[src/core/usbec_pkg.sv]
// usbec_pkg: offsets, field positions, reset values and carrier types
// of the usb error-enable / status / control block.
// assumes a word-indexed avalon-mm slave port, byte address = 4 * index.
`default_nettype none
package usbec_pkg;

    // word indices of the registers
    localparam logic [2:0] IDX_ERR_FLAGS  = 3'h0;
    localparam logic [2:0] IDX_ERR_ENABLE = 3'h1;
    localparam logic [2:0] IDX_STATUS     = 3'h2;
    localparam logic [2:0] IDX_CONTROL    = 3'h3;
    localparam logic [2:0] IDX_IRQ_ENABLE = 3'h4;
    localparam logic [2:0] IDX_IRQ_FLAGS  = 3'h5;

    // control bit positions
    localparam int unsigned CTL_J_BIT      = 7;
    localparam int unsigned CTL_SE0_BIT    = 6;
    localparam int unsigned CTL_PACKET_DISABLE_BIT = 5;
    localparam int unsigned CTL_BUSRST_BIT = 4;
    localparam int unsigned CTL_HOST_ENABLE_BIT = 3;
    localparam int unsigned CTL_RESUME_BIT = 2;
    localparam int unsigned CTL_BANK_POINTER_RESET_BIT = 1;
    localparam int unsigned CTL_ENABLE_BIT = 0;

    // main interrupt registers
    localparam int unsigned IE_ERROR_BIT   = 1;
    localparam int unsigned IF_TOKDONE_BIT = 3;

    // status layout and transaction fifo
    localparam int unsigned STAT_INFO_LSB  = 2;
    localparam int unsigned FIFO_DEPTH     = 4;

    // reset values
    localparam logic [7:0] ERR_FLAGS_RESET  = 8'h00;
    localparam logic [7:0] ERR_ENABLE_RESET = 8'h00;
    localparam logic [5:0] CONTROL_RESET    = 6'h00;

    // one finished transfer as reported in the status window
    typedef struct packed {
        logic [3:0] endpoint;
        logic       tx;
        logic       odd;
    } usbec_xfer_t;

    // avalon-mm request from the master
    typedef struct packed {
        logic [2:0]  address;
        logic        read;
        logic        write;
        logic [3:0]  byteenable;
        logic [31:0] writedata;
    } usbec_req_t;

endpackage : usbec_pkg

`default_nettype wire

[src/core/usbec_core.sv]
// usbec_core: error-interrupt gating, transaction status fifo window and
// usb control register behind an avalon-mm slave with waitrequest.
// assumes the protocol engine delivers one-cycle event pulses on mclk.
//
// Implementation choices: the register offsets and register access over Avalon-MM.
`timescale 1ns/10ps
`default_nettype none

////////////////////////////////////////////////////////////////////////
module usbec_core (
    // clock and reset
    input  wire logic               mclk,
    input  wire logic               rst_b,
    // avalon-mm slave
    input  wire usbec_pkg::usbec_req_t av_req,
    output logic                    av_waitrequest,
    output logic [31:0]             av_readdata,
    // protocol engine events
    input  wire logic [7:0]         err_event,
    input  wire logic               setup_seen,
    input  wire logic               token_active,
    input  wire logic               xfer_valid,
    input  wire usbec_pkg::usbec_xfer_t xfer_info,
    output logic                    xfer_ready,
    // live line state
    input  wire logic               line_j_live,
    input  wire logic               line_se_zero_live,
    // control outputs
    output logic                    usb_irq_request,
    output logic                    packet_disable,
    output logic                    bus_reset_drive,
    output logic                    host_enable,
    output logic                    host_logic_reset,
    output logic                    resume_drive,
    output logic                    ls_eop_append,
    output logic                    bank_pointer_reset,
    output logic                    module_enable
);

    ////////////////////////////////////////////////////////////////////
    // bus slave: one wait state, so read data is registered

    logic        ack_q;
    logic        req_on;
    logic        acc;
    logic        wr_acc;
    logic [31:0] rdata_q;

    function automatic logic hit(input logic [2:0] a, input logic [2:0] idx);
        hit = (a == idx);
    endfunction : hit

    assign req_on         = av_req.read | av_req.write;
    assign av_waitrequest = req_on & ~ack_q;
    assign acc            = req_on & ack_q;
    // only lane 0 carries implemented bits
    assign wr_acc         = acc & av_req.write & av_req.byteenable[0];
    assign av_readdata    = rdata_q;

    always_ff @(posedge mclk) begin
        if (!rst_b) begin
            ack_q <= 1'b0;
        end else begin
            ack_q <= req_on & ~ack_q;
        end
    end

    ////////////////////////////////////////////////////////////////////
    // error flags and enables

    logic [7:0] err_flags_q;
    logic [7:0] err_en_q;
    logic       master_en_q;
    logic [7:0] err_clr;
    logic       wr_flags;
    logic       wr_en;
    logic       wr_ie;

    assign wr_flags = wr_acc & hit(av_req.address, usbec_pkg::IDX_ERR_FLAGS);
    assign wr_en    = wr_acc & hit(av_req.address, usbec_pkg::IDX_ERR_ENABLE);
    assign wr_ie    = wr_acc & hit(av_req.address, usbec_pkg::IDX_IRQ_ENABLE);
    assign err_clr  = wr_flags ? av_req.writedata[7:0] : 8'h00;

    // bit 1 is crc5 in device role and eof in host role; the engine
    // reports whichever applies on err_event[1], so one gate serves both
    always_ff @(posedge mclk) begin
        if (!rst_b) begin
            err_en_q <= usbec_pkg::ERR_ENABLE_RESET;
        end else if (wr_en) begin
            err_en_q <= av_req.writedata[7:0];
        end
    end

    always_ff @(posedge mclk) begin
        if (!rst_b) begin
            master_en_q <= 1'b0;
        end else if (wr_ie) begin
            master_en_q <= av_req.writedata[usbec_pkg::IE_ERROR_BIT];
        end
    end

    // a new event beats a write-one clear in the same cycle
    always_ff @(posedge mclk) begin
        if (!rst_b) begin
            err_flags_q <= usbec_pkg::ERR_FLAGS_RESET;
        end else begin
            err_flags_q <= (err_flags_q & ~err_clr) | err_event;
        end
    end

    always_ff @(posedge mclk) begin
        if (!rst_b) begin
            usb_irq_request <= 1'b0;
        end else begin
            usb_irq_request <= master_en_q & (|(err_flags_q & err_en_q));
        end
    end

    ////////////////////////////////////////////////////////////////////
    // transaction fifo behind the status window

    usbec_pkg::usbec_xfer_t fifo_mem [usbec_pkg::FIFO_DEPTH];
    logic [1:0] wr_ptr_q;
    logic [1:0] rd_ptr_q;
    logic [2:0] count_q;
    logic       push;
    logic       pop;
    logic       tok_done;

    assign tok_done   = (count_q != 3'h0);
    // full fifo stalls the engine rather than dropping a transfer
    assign xfer_ready = (count_q != 3'(usbec_pkg::FIFO_DEPTH));
    assign push       = xfer_valid & xfer_ready;
    assign pop        = wr_acc & hit(av_req.address, usbec_pkg::IDX_IRQ_FLAGS)
                        & av_req.writedata[usbec_pkg::IF_TOKDONE_BIT] & tok_done;

    // entries carry no reset: contents are undefined until written
    always_ff @(posedge mclk) begin
        if (push) begin
            fifo_mem[wr_ptr_q] <= xfer_info;
        end
    end

    always_ff @(posedge mclk) begin
        if (!rst_b) begin
            wr_ptr_q <= 2'h0;
            rd_ptr_q <= 2'h0;
            count_q  <= 3'h0;
        end else begin
            if (push) begin
                wr_ptr_q <= wr_ptr_q + 2'h1;
            end
            if (pop) begin
                rd_ptr_q <= rd_ptr_q + 2'h1;
            end
            if (push & ~pop) begin
                count_q <= count_q + 3'h1;
            end else if (pop & ~push) begin
                count_q <= count_q - 3'h1;
            end
        end
    end

    ////////////////////////////////////////////////////////////////////
    // control register

    logic [5:0] ctl_q;
    logic       wr_ctl;
    logic [7:0] wd;
    logic       host_rst_q;
    logic       ls_eop_q;

    assign wr_ctl = wr_acc & hit(av_req.address, usbec_pkg::IDX_CONTROL);
    assign wd     = av_req.writedata[7:0];

    always_ff @(posedge mclk) begin
        if (!rst_b) begin
            ctl_q <= usbec_pkg::CONTROL_RESET;
        end else begin
            if (wr_ctl) begin
                ctl_q <= wd[5:0];
            end
            // with host enable clear, a setup token sets the disable even against a clearing write
            if (setup_seen & ~ctl_q[usbec_pkg::CTL_HOST_ENABLE_BIT]) begin
                ctl_q[usbec_pkg::CTL_PACKET_DISABLE_BIT] <= 1'b1;
            end
        end
    end

    always_ff @(posedge mclk) begin
        if (!rst_b) begin
            host_rst_q <= 1'b0;
            ls_eop_q   <= 1'b0;
        end else begin
            host_rst_q <= wr_ctl & (wd[usbec_pkg::CTL_HOST_ENABLE_BIT]
                          != ctl_q[usbec_pkg::CTL_HOST_ENABLE_BIT]);
            ls_eop_q   <= wr_ctl & ctl_q[usbec_pkg::CTL_HOST_ENABLE_BIT]
                          & ctl_q[usbec_pkg::CTL_RESUME_BIT]
                          & ~wd[usbec_pkg::CTL_RESUME_BIT];
        end
    end

    assign packet_disable     = ctl_q[usbec_pkg::CTL_PACKET_DISABLE_BIT] & ~ctl_q[usbec_pkg::CTL_HOST_ENABLE_BIT];
    assign bus_reset_drive    = ctl_q[usbec_pkg::CTL_BUSRST_BIT];
    assign host_enable        = ctl_q[usbec_pkg::CTL_HOST_ENABLE_BIT];
    assign resume_drive       = ctl_q[usbec_pkg::CTL_RESUME_BIT];
    assign bank_pointer_reset = ctl_q[usbec_pkg::CTL_BANK_POINTER_RESET_BIT];
    assign module_enable      = ctl_q[usbec_pkg::CTL_ENABLE_BIT];
    assign host_logic_reset   = host_rst_q;
    assign ls_eop_append      = ls_eop_q;

    ////////////////////////////////////////////////////////////////////
    // read mux, captured on the wait-state edge

    logic [7:0] ctl_rd;

    always_comb begin
        ctl_rd = {2'b00, ctl_q};
        ctl_rd[usbec_pkg::CTL_J_BIT]   = line_j_live;
        ctl_rd[usbec_pkg::CTL_SE0_BIT] = line_se_zero_live;
        if (ctl_q[usbec_pkg::CTL_HOST_ENABLE_BIT]) begin
            ctl_rd[usbec_pkg::CTL_PACKET_DISABLE_BIT] = token_active;
        end
    end

    always_ff @(posedge mclk) begin
        if (!rst_b) begin
            rdata_q <= 32'h0000_0000;
        end else if (av_req.read & ~ack_q) begin
            if (hit(av_req.address, usbec_pkg::IDX_ERR_FLAGS)) begin
                rdata_q <= {24'h00_0000, err_flags_q};
            end else if (hit(av_req.address, usbec_pkg::IDX_ERR_ENABLE)) begin
                rdata_q <= {24'h00_0000, err_en_q};
            end else if (hit(av_req.address, usbec_pkg::IDX_STATUS)) begin
                rdata_q <= {24'h00_0000, fifo_mem[rd_ptr_q], 2'b00};
            end else if (hit(av_req.address, usbec_pkg::IDX_CONTROL)) begin
                rdata_q <= {24'h00_0000, ctl_rd};
            end else if (hit(av_req.address, usbec_pkg::IDX_IRQ_ENABLE)) begin
                rdata_q <= 32'(master_en_q) << usbec_pkg::IE_ERROR_BIT;
            end else if (hit(av_req.address, usbec_pkg::IDX_IRQ_FLAGS)) begin
                rdata_q <= 32'(tok_done) << usbec_pkg::IF_TOKDONE_BIT;
            end else begin
                rdata_q <= 32'h0000_0000;
            end
        end
    end
endmodule : usbec_core

`default_nettype wire

[config.mk]
export PLATFORM = sky130hd
export DESIGN_NAME = usbec_core
export DESIGN_NICKNAME = d
export VERILOG_FILES = /design/src/core/usbec_pkg.sv /design/src/core/usbec_core.sv
export SDC_FILE = /design/constraint.sdc
export NUM_CORES = 1
export LEC_CHECK = 0
export BUFFER_PORTS_ARGS = -buffer_cell sky130_fd_sc_hd__buf_2
export CORE_ASPECT_RATIO = 0.7
export CORE_UTILIZATION = 35
export DETAILED_ROUTE_END_ITERATION = 6
export GPL_TIMING_DRIVEN = 0
export PLACE_DENSITY_LB_ADDON = 0.15
export SYNTH_ARGS = -nofsm -noshare
export SYNTH_HDL_FRONTEND = slang
export SYNTH_SLANG_ARGS = --single-unit
[constraint.sdc]
create_clock -name mclk -period 3.9 [get_ports mclk]
set_input_delay 0 -clock mclk [delete_from_list [all_inputs] [get_ports mclk]]
set_output_delay 0 -clock mclk [all_outputs]
set_load 0.01 [all_outputs]
==> summary.md, run 1 <==
| Metric | Value |
|---|---|
| Final instance area | `around 4300 um2` |
| Area of the mapped netlist | `roughly 3200 um2` |
| Setup Buffers After CTS | `0` |
| Cell count after synthesis | `283` |
| Hold-critical path depth | `4` |
| First-pass GRT wire length | `around 11000 um` |
| Main flop type after synthesis | `dfxtp_1` |
| Maximum clock frequency | `between 400 and 500 MHz` |
| WP depth | `8` |
| Post-synthesis register bit count | `~70` |
| Total Wirelength | `7430 um` |
| Fin Clk Skew | `0.00621 ns` |
| Placed insts | `477` |
| Top delay family on crit path | `adder cells` |
| Die W | `117 um` |
| Simple-gate area share of the yosys netlist | `13.4%` |
| Nets | `461` |
| Synth area leader | `dfxtp_1` |
| Crit path cell chain | `nor2_1, a21boi_2, ha_1, inv_1, fa_1, xor2_1, or3_1, a21boi_0` |
| Commonest cells in the netlist | `44 x dfxtp_1, 29 x nand2_1, 26 x buf_4` |
| Clk Latency, worst-skew pair | `~0.34 ns` |
| Critical path's largest stage delay | `about 0.40 ns` |
| Synth Area per Inst | `about 11 um2` |
| Vias per inst | `approximately 4.6` |
| Multiplexer area fraction after synthesis | `about an eighth` |
| Cell Pwr Density | `460 nW/um2` |
| Top-count cell post-synth | `dfxtp_1` |
| Floorplan row count | `28` |
| Max-Cap Viols | `0` |
| Synth async-reset ratio | `0%` |
| Worst-Margin Slew | `between 0.6 and 0.7 ns` |
| Htree depth | `3` |
| DR iter-0 viols | `just over 100` |
| Die H | `roughly 82 um` |
| Period utilization | `57.2%` |
| Status | `complete, no violations` |
| Critical path data required time | `4.16 ns` |
| DRC viols | `0` |
| Critical-path maximum fanout | `7` |
| Antenna Cells | `0` |
| Min Tclk post-route | `~2.2 ns` |
| Worst hold-check slack | `roughly 0.085 ns` |
| Area grow syn2layout | `33.8%` |
| Routability congestion estimate | `about 0.81` |
| Top-area cell type share of the netlist area | `between 20% and 30%` |
| Worst setup margin | `around 1.7 ns` |
| Clk buf depth | `2` |
| Slew Viols, Final | `0` |
| Pint | `around 1.5 mW` |
| Drt wl/cell | `roughly 14 um` |
| Final setup vio count | `0` |
| Clock transition at the registers of the reported paths | `approximately 0.05 ns` |
| Via count | `approximately 2400` |
| Core ar. | `between 8000 and 9000 um2` |
| Synth area leaders | `dfxtp_1 27%, edfxtp_1 22%, buf_4 6.0%` |
| Switching Share | `23.3%` |
| PostCTS Resize Cnt | `0` |
| Placement Cell Area | `~3700 um2` |
| Largest net degree at the start of global routing | `14` |
| Starting Density | `between 30% and 40%` |
| GRT overflow | `0` |
| Vias in the first global route | `approximately 2200` |
| Post-Synth XOR/XNOR Area | `between 1.5 and 2%` |
| Fin. Hold Viols | `0` |
| WP buf/inv | `1` |
| Worst path arrival time | `approximately 2.5 ns` |
| Non-filler cells, final | `between 500 and 600` |
| Synthesis warning total | `0` |
| Design Power | `1.99 mW` |
| Largest family of logic cells by synthesized area | `simple AND/OR/NAND/NOR gates` |
| Seq pwr share | `about two fifths` |
| Clock power frac | `a little under half` |
| Initial antenna violation count | `0` |
| Headroom to the max-slew limit | `59.9%` |
| Antenna Violating Nets Remaining | `0` |
| Peak supply drop | `0.351 mV` |
| Clock root cell | `clkbuf_16` |
| Logic pwr share | `approximately an eighth` |
| Post-synth EDFFs | `24` |
| Crit end category | `register` |
| RSZ-0062 raised after global routing | `no` |
| Crit path launch type | `register` |
| 1st-pass router iterations | `5` |
| NetSw | `462 uW` |
| Final HPWL DP | `roughly 5500 um` |
| Number of buffers created by CTS | `9` |
| Setup TNS | `0 ns` |
| Clk sink count | `between 60 and 70` |
| Crit path kind | `register to register` |
| CTS tree | `done` |
| I/O pin count | `roughly 110` |
| Hold-fix buffers at CTS | `25` |
| Fill count | `about 800` |
| Leakage | `1.77 nW` |
| HP Class | `primary input to register` |
| Input/output buffers | `51` |
| Die ar. | `between 9000 and 10000 um2` |
| Seq/Total Area, Yosys | `49.6%` |
| Adder-cell share of the synthesized area | `between 2 and 3%` |
| Final core utilization | `between 40 and 50%` |
| Synth unique cells | `48` |
| Post-synthesis compound-gate area fraction | `12.8%` |
| Dpl ws | `1.65 ns` |
| Slowest stage cell, crit path | `dfxtp_1` |
| R2R depth | `8` |
| Layout cells sized above 1 | `~28%` |
| Gr usage total | `16.9%` |
## final cells by class
| type | instances | area [um2] | area share [%] |
|---|---|---|---|
| multi-input combinational | 198 | 1450 | 33.6 |
| buffer | 36 | 246 | 5.71 |
| sequential | 68 | 1600 | 37.1 |
| tap | 120 | 150 | 3.48 |
| clock buffer | 9 | 225 | 5.21 |
| inverter | 4 | 15.0 | 0.348 |
| timing repair buffer | 76 | 505 | 11.7 |
| clock inverter | 7 | 124 | 2.87 |
## routing by layer
| layer | routed length, um | GRT usage, % |
|---|---|---|
| met1 | 3790 | 23.7 |
| met2 | 3000 | 23.8 |
| met3 | 519 | 5.33 |
| met4 | 114 | 6.84 |
| met5 | 0 | 0 |
## power groups by stage
stage | clock network (mW) | registers, mW | logic, mW
final | 0.946 | 0.805 | 0.235
after global routing | 0.989 | 0.810 | 0.268
after CTS | 0.961 | 0.805 | 0.238
after detailed placement | 0 | 0.821 | 0.218
after global placement | 0 | 0.819 | 0.214
after floorplan | 0 | 0.815 | 0.151
## tightest hold or removal path, cell delays in order
cell and delay [ns]:
buf_2 0.11, nor2_1 0.04, nor2_1 0.11, and2_1 0.13
## final timing paths
path                    start               to  slack, ns
setup reg to reg   count_q[0]       count_q[2]       1.67
setup / recovery   count_q[0]       count_q[2]       1.67
hold / removal     av_req[37]            ack_q       0.08
hold reg to reg   master_en_q  usb_irq_request       0.46
## logic make-up after synthesis
logic type | count (synthesis)
other cells | 1
xor+xnor | 6
simple gates | 76
compound gates | 58
flops | 68
fa+ha+maj | 6
mux | 28
buf+inv | 40
## layout by cell type (no fill, tap or decap), types with 10 or more instances in the layout
master         netlist  routed
a21boi_0            20      20
and2_1              10      10
buf_2                5      56
buf_4               26      26
conb_1               1      24
dfxtp_1             44      44
dlygate4sd3_1        0      25
edfxtp_1            24      24
mux2i_1             17      17
nand2_1             29      29
nor2b_1             10      10
o21ai_0             10      10
## state kept, by name, summed over array words and instances, names as in the netlist, named ones only
register          flops
rd_ptr_q              2
fifo_mem             24
master_en_q           1
err_flags_q           8
av_readdata           8
ctl_q                 6
usb_irq_request       1
host_logic_reset      1
count_q               3
wr_ptr_q              2
ls_eop_append         1
ack_q                 1
err_en_q              8
Power figures use the tool's default switching activity.
==> run 2: changes to the inputs <==
==> constraint.sdc (replaced) <==
create_clock -name mclk -period 2.1 [get_ports mclk]
set_input_delay 0 -clock mclk [delete_from_list [all_inputs] [get_ports mclk]]
set_output_delay 0 -clock mclk [all_outputs]
set_load 0.01 [all_outputs]
==> summary.md, run 2 (synthesis results as in run 1) <==
| Metric | Value |
|---|---|
| Most frequent cells in the layout | `56 x buf_2, 40 x dfxtp_1, 30 x buf_4` |
| Clock root cell | `clkbuf_16` |
| First-pass GRT wire length | `around 11000 um` |
| Core ar. | `8690 um2` |
| Clk sink count | `a little under 70` |
| Fin Clk Skew | `around 0.0047 ns` |
| Input/output buffers | `51` |
| DR iter-0 viols | `just over 90` |
| Floorplan row count | `28` |
| Worst hold-check slack | `~0.090 ns` |
| Slew Viols, Final | `0` |
| Crit path cell chain | `nor3_4, or3_4, ha_2, inv_1, fa_1, xor2_1, or3_1, a21boi_1` |
| Area grow syn2layout | `35.5%` |
| Final HPWL DP | `5490 um` |
| HP Class | `primary input to register` |
| Min Tclk post-route | `slightly below 2 ns` |
| Cell Pwr Density | `approximately 850 nW/um2` |
| 1st-pass router iterations | `4` |
| I/O pin count | `between 100 and 150` |
| Clk Latency, worst-skew pair | `~0.34 ns` |
| WP buf/inv | `1` |
| Initial antenna violation count | `0` |
| Crit end category | `register` |
| Fill count | `~800` |
| Antenna Violating Nets Remaining | `0` |
| Starting Density | `around 37%` |
| Critical path data required time | `about 2.4 ns` |
| Crit path kind | `register to register` |
| Drt wl/cell | `14.4 um` |
| Headroom to the max-slew limit | `between 50% and 60%` |
| Die ar. | `between 9000 and 10000 um2` |
| Peak supply drop | `approximately 0.65 mV` |
| Layout cells sized above 1 | `approximately 31%` |
| Max-Cap Viols | `0` |
| Clk buf depth | `2` |
| Top reg by flops | `fifo_mem` |
| Leakage | `roughly 1.8 nW` |
| DRC viols | `0` |
| Largest net degree at the start of global routing | `14` |
| Gr usage total | `roughly 17%` |
| Via count | `roughly 2400` |
| Clock transition at the registers of the reported paths | `0.05 ns` |
| Commonest non-fill, non-tap cell in the layout | `buf_2` |
| Worst path arrival time | `about 2.2 ns` |
| Critical path's largest stage delay | `~0.37 ns` |
| Nets | `roughly 460` |
| Dpl ws | `-0.150 ns` |
| Number of buffers created by CTS | `9` |
| GRT overflow | `0` |
| Routability congestion estimate | `about 0.81` |
| CTS tree | `done` |
| Worst setup margin | `approximately 0.14 ns` |
| Max FFs per register | `24` |
| Worst-Margin Slew | `between 0.6 and 0.7 ns` |
| Top delay family on crit path | `simple AND/OR/NAND/NOR gates` |
| Period utilization | `between 90% and 100%` |
| Antenna Cells | `0` |
| Die W | `approximately 120 um` |
| RSZ-0062 raised after global routing | `no` |
| Slowest stage cell, crit path | `fa_1` |
| Htree depth | `3` |
| Final setup vio count | `0` |
| Critical-path maximum fanout | `3` |
| Vias per inst | `about 4.5` |
| Fin. Hold Viols | `0` |
| Die H | `a little over 80 um` |
| Crit path launch type | `register` |
| Vias in the first global route | `~2200` |
| Status | `complete, no violations` |
| Maximum clock frequency | `around 510 MHz` |
| Total Wirelength | `around 7500 um` |
| Final core utilization | `50.3%` |
run 2: worst reg2reg max path, stage by stage, from the launching register on:
cell and delay (ns):
dfxtp_4 0.35, nor3_4 0.20, or3_4 0.15, ha_2 0.17
inv_1 0.05, fa_1 0.37, xor2_1 0.17, or3_1 0.30
a21boi_1 0.12
run 2: timing repair:
action                                 CTS  global route
hold buffers                            24             0
setup endpoints to repair                1             2
pin swaps                                2             3
endpoints found under the hold margin   49             0
gates resized for setup                  2             9
setup buffers                            2             2
run 2: path summary, 6_finish.rpt:
check | cells past startpoint | endpoint | slack [ns] | startpoint
worst min-delay path | 4 | ack_q | 0.09 | av_req[37]
worst max register to register | 8 | count_q[2] | 0.14 | count_q[2]
worst max-delay path | 8 | count_q[2] | 0.14 | count_q[2]
worst min register to register | 2 | usb_irq_request | 0.47 | master_en_q
run 2: area by class of cell:
cell class / count / area, um2 / share of cell area [%]
buffer: 36 / 246 / 5.63
inverter: 4 / 15.0 / 0.343
sequential: 68 / 1610 / 36.8
tap: 120 / 150 / 3.43
multi-input combinational: 198 / 1480 / 33.8
timing repair buffer: 79 / 526 / 12.0
clock buffer: 9 / 225 / 5.15
clock inverter: 7 / 124 / 2.83
run 2: where the power goes:
group	total, mW	switching, mW	internal, mW
Sequential	1.50	0.0519	1.45
Clock	1.75	0.587	1.17
Combinational	0.476	0.233	0.244
Total	3.73	0.872	2.86
run 2: stage by stage:
stage	TNS (ns)	instances	total power [mW]	instance area [um2]
after floorplan	0	306	1.79	3320
after global placement	-0.111	477	1.92	3720
after detailed placement	-0.150	477	1.93	3720
after CTS	0	519	3.75	4340
after global routing	0	521	3.89	4370
final	0	521	3.73	4370
run 2: per-layer routing:
| layer | global-route usage [%] | vias to the layer above | routed length (um) | part of all wire, % |
|---|---|---|---|---|
| met1 | 23.7 | 1082 | 3840 | 51 |
| met5 | 0 | - | 0 | 0 |
| met4 | 6.84 | 0 | 107 | 1.4 |
| met2 | 24.0 | 81 | 3070 | 41 |
| li1 | - | 1186 | - | - |
| met3 | 5.33 | 11 | 477 | 6.4 |
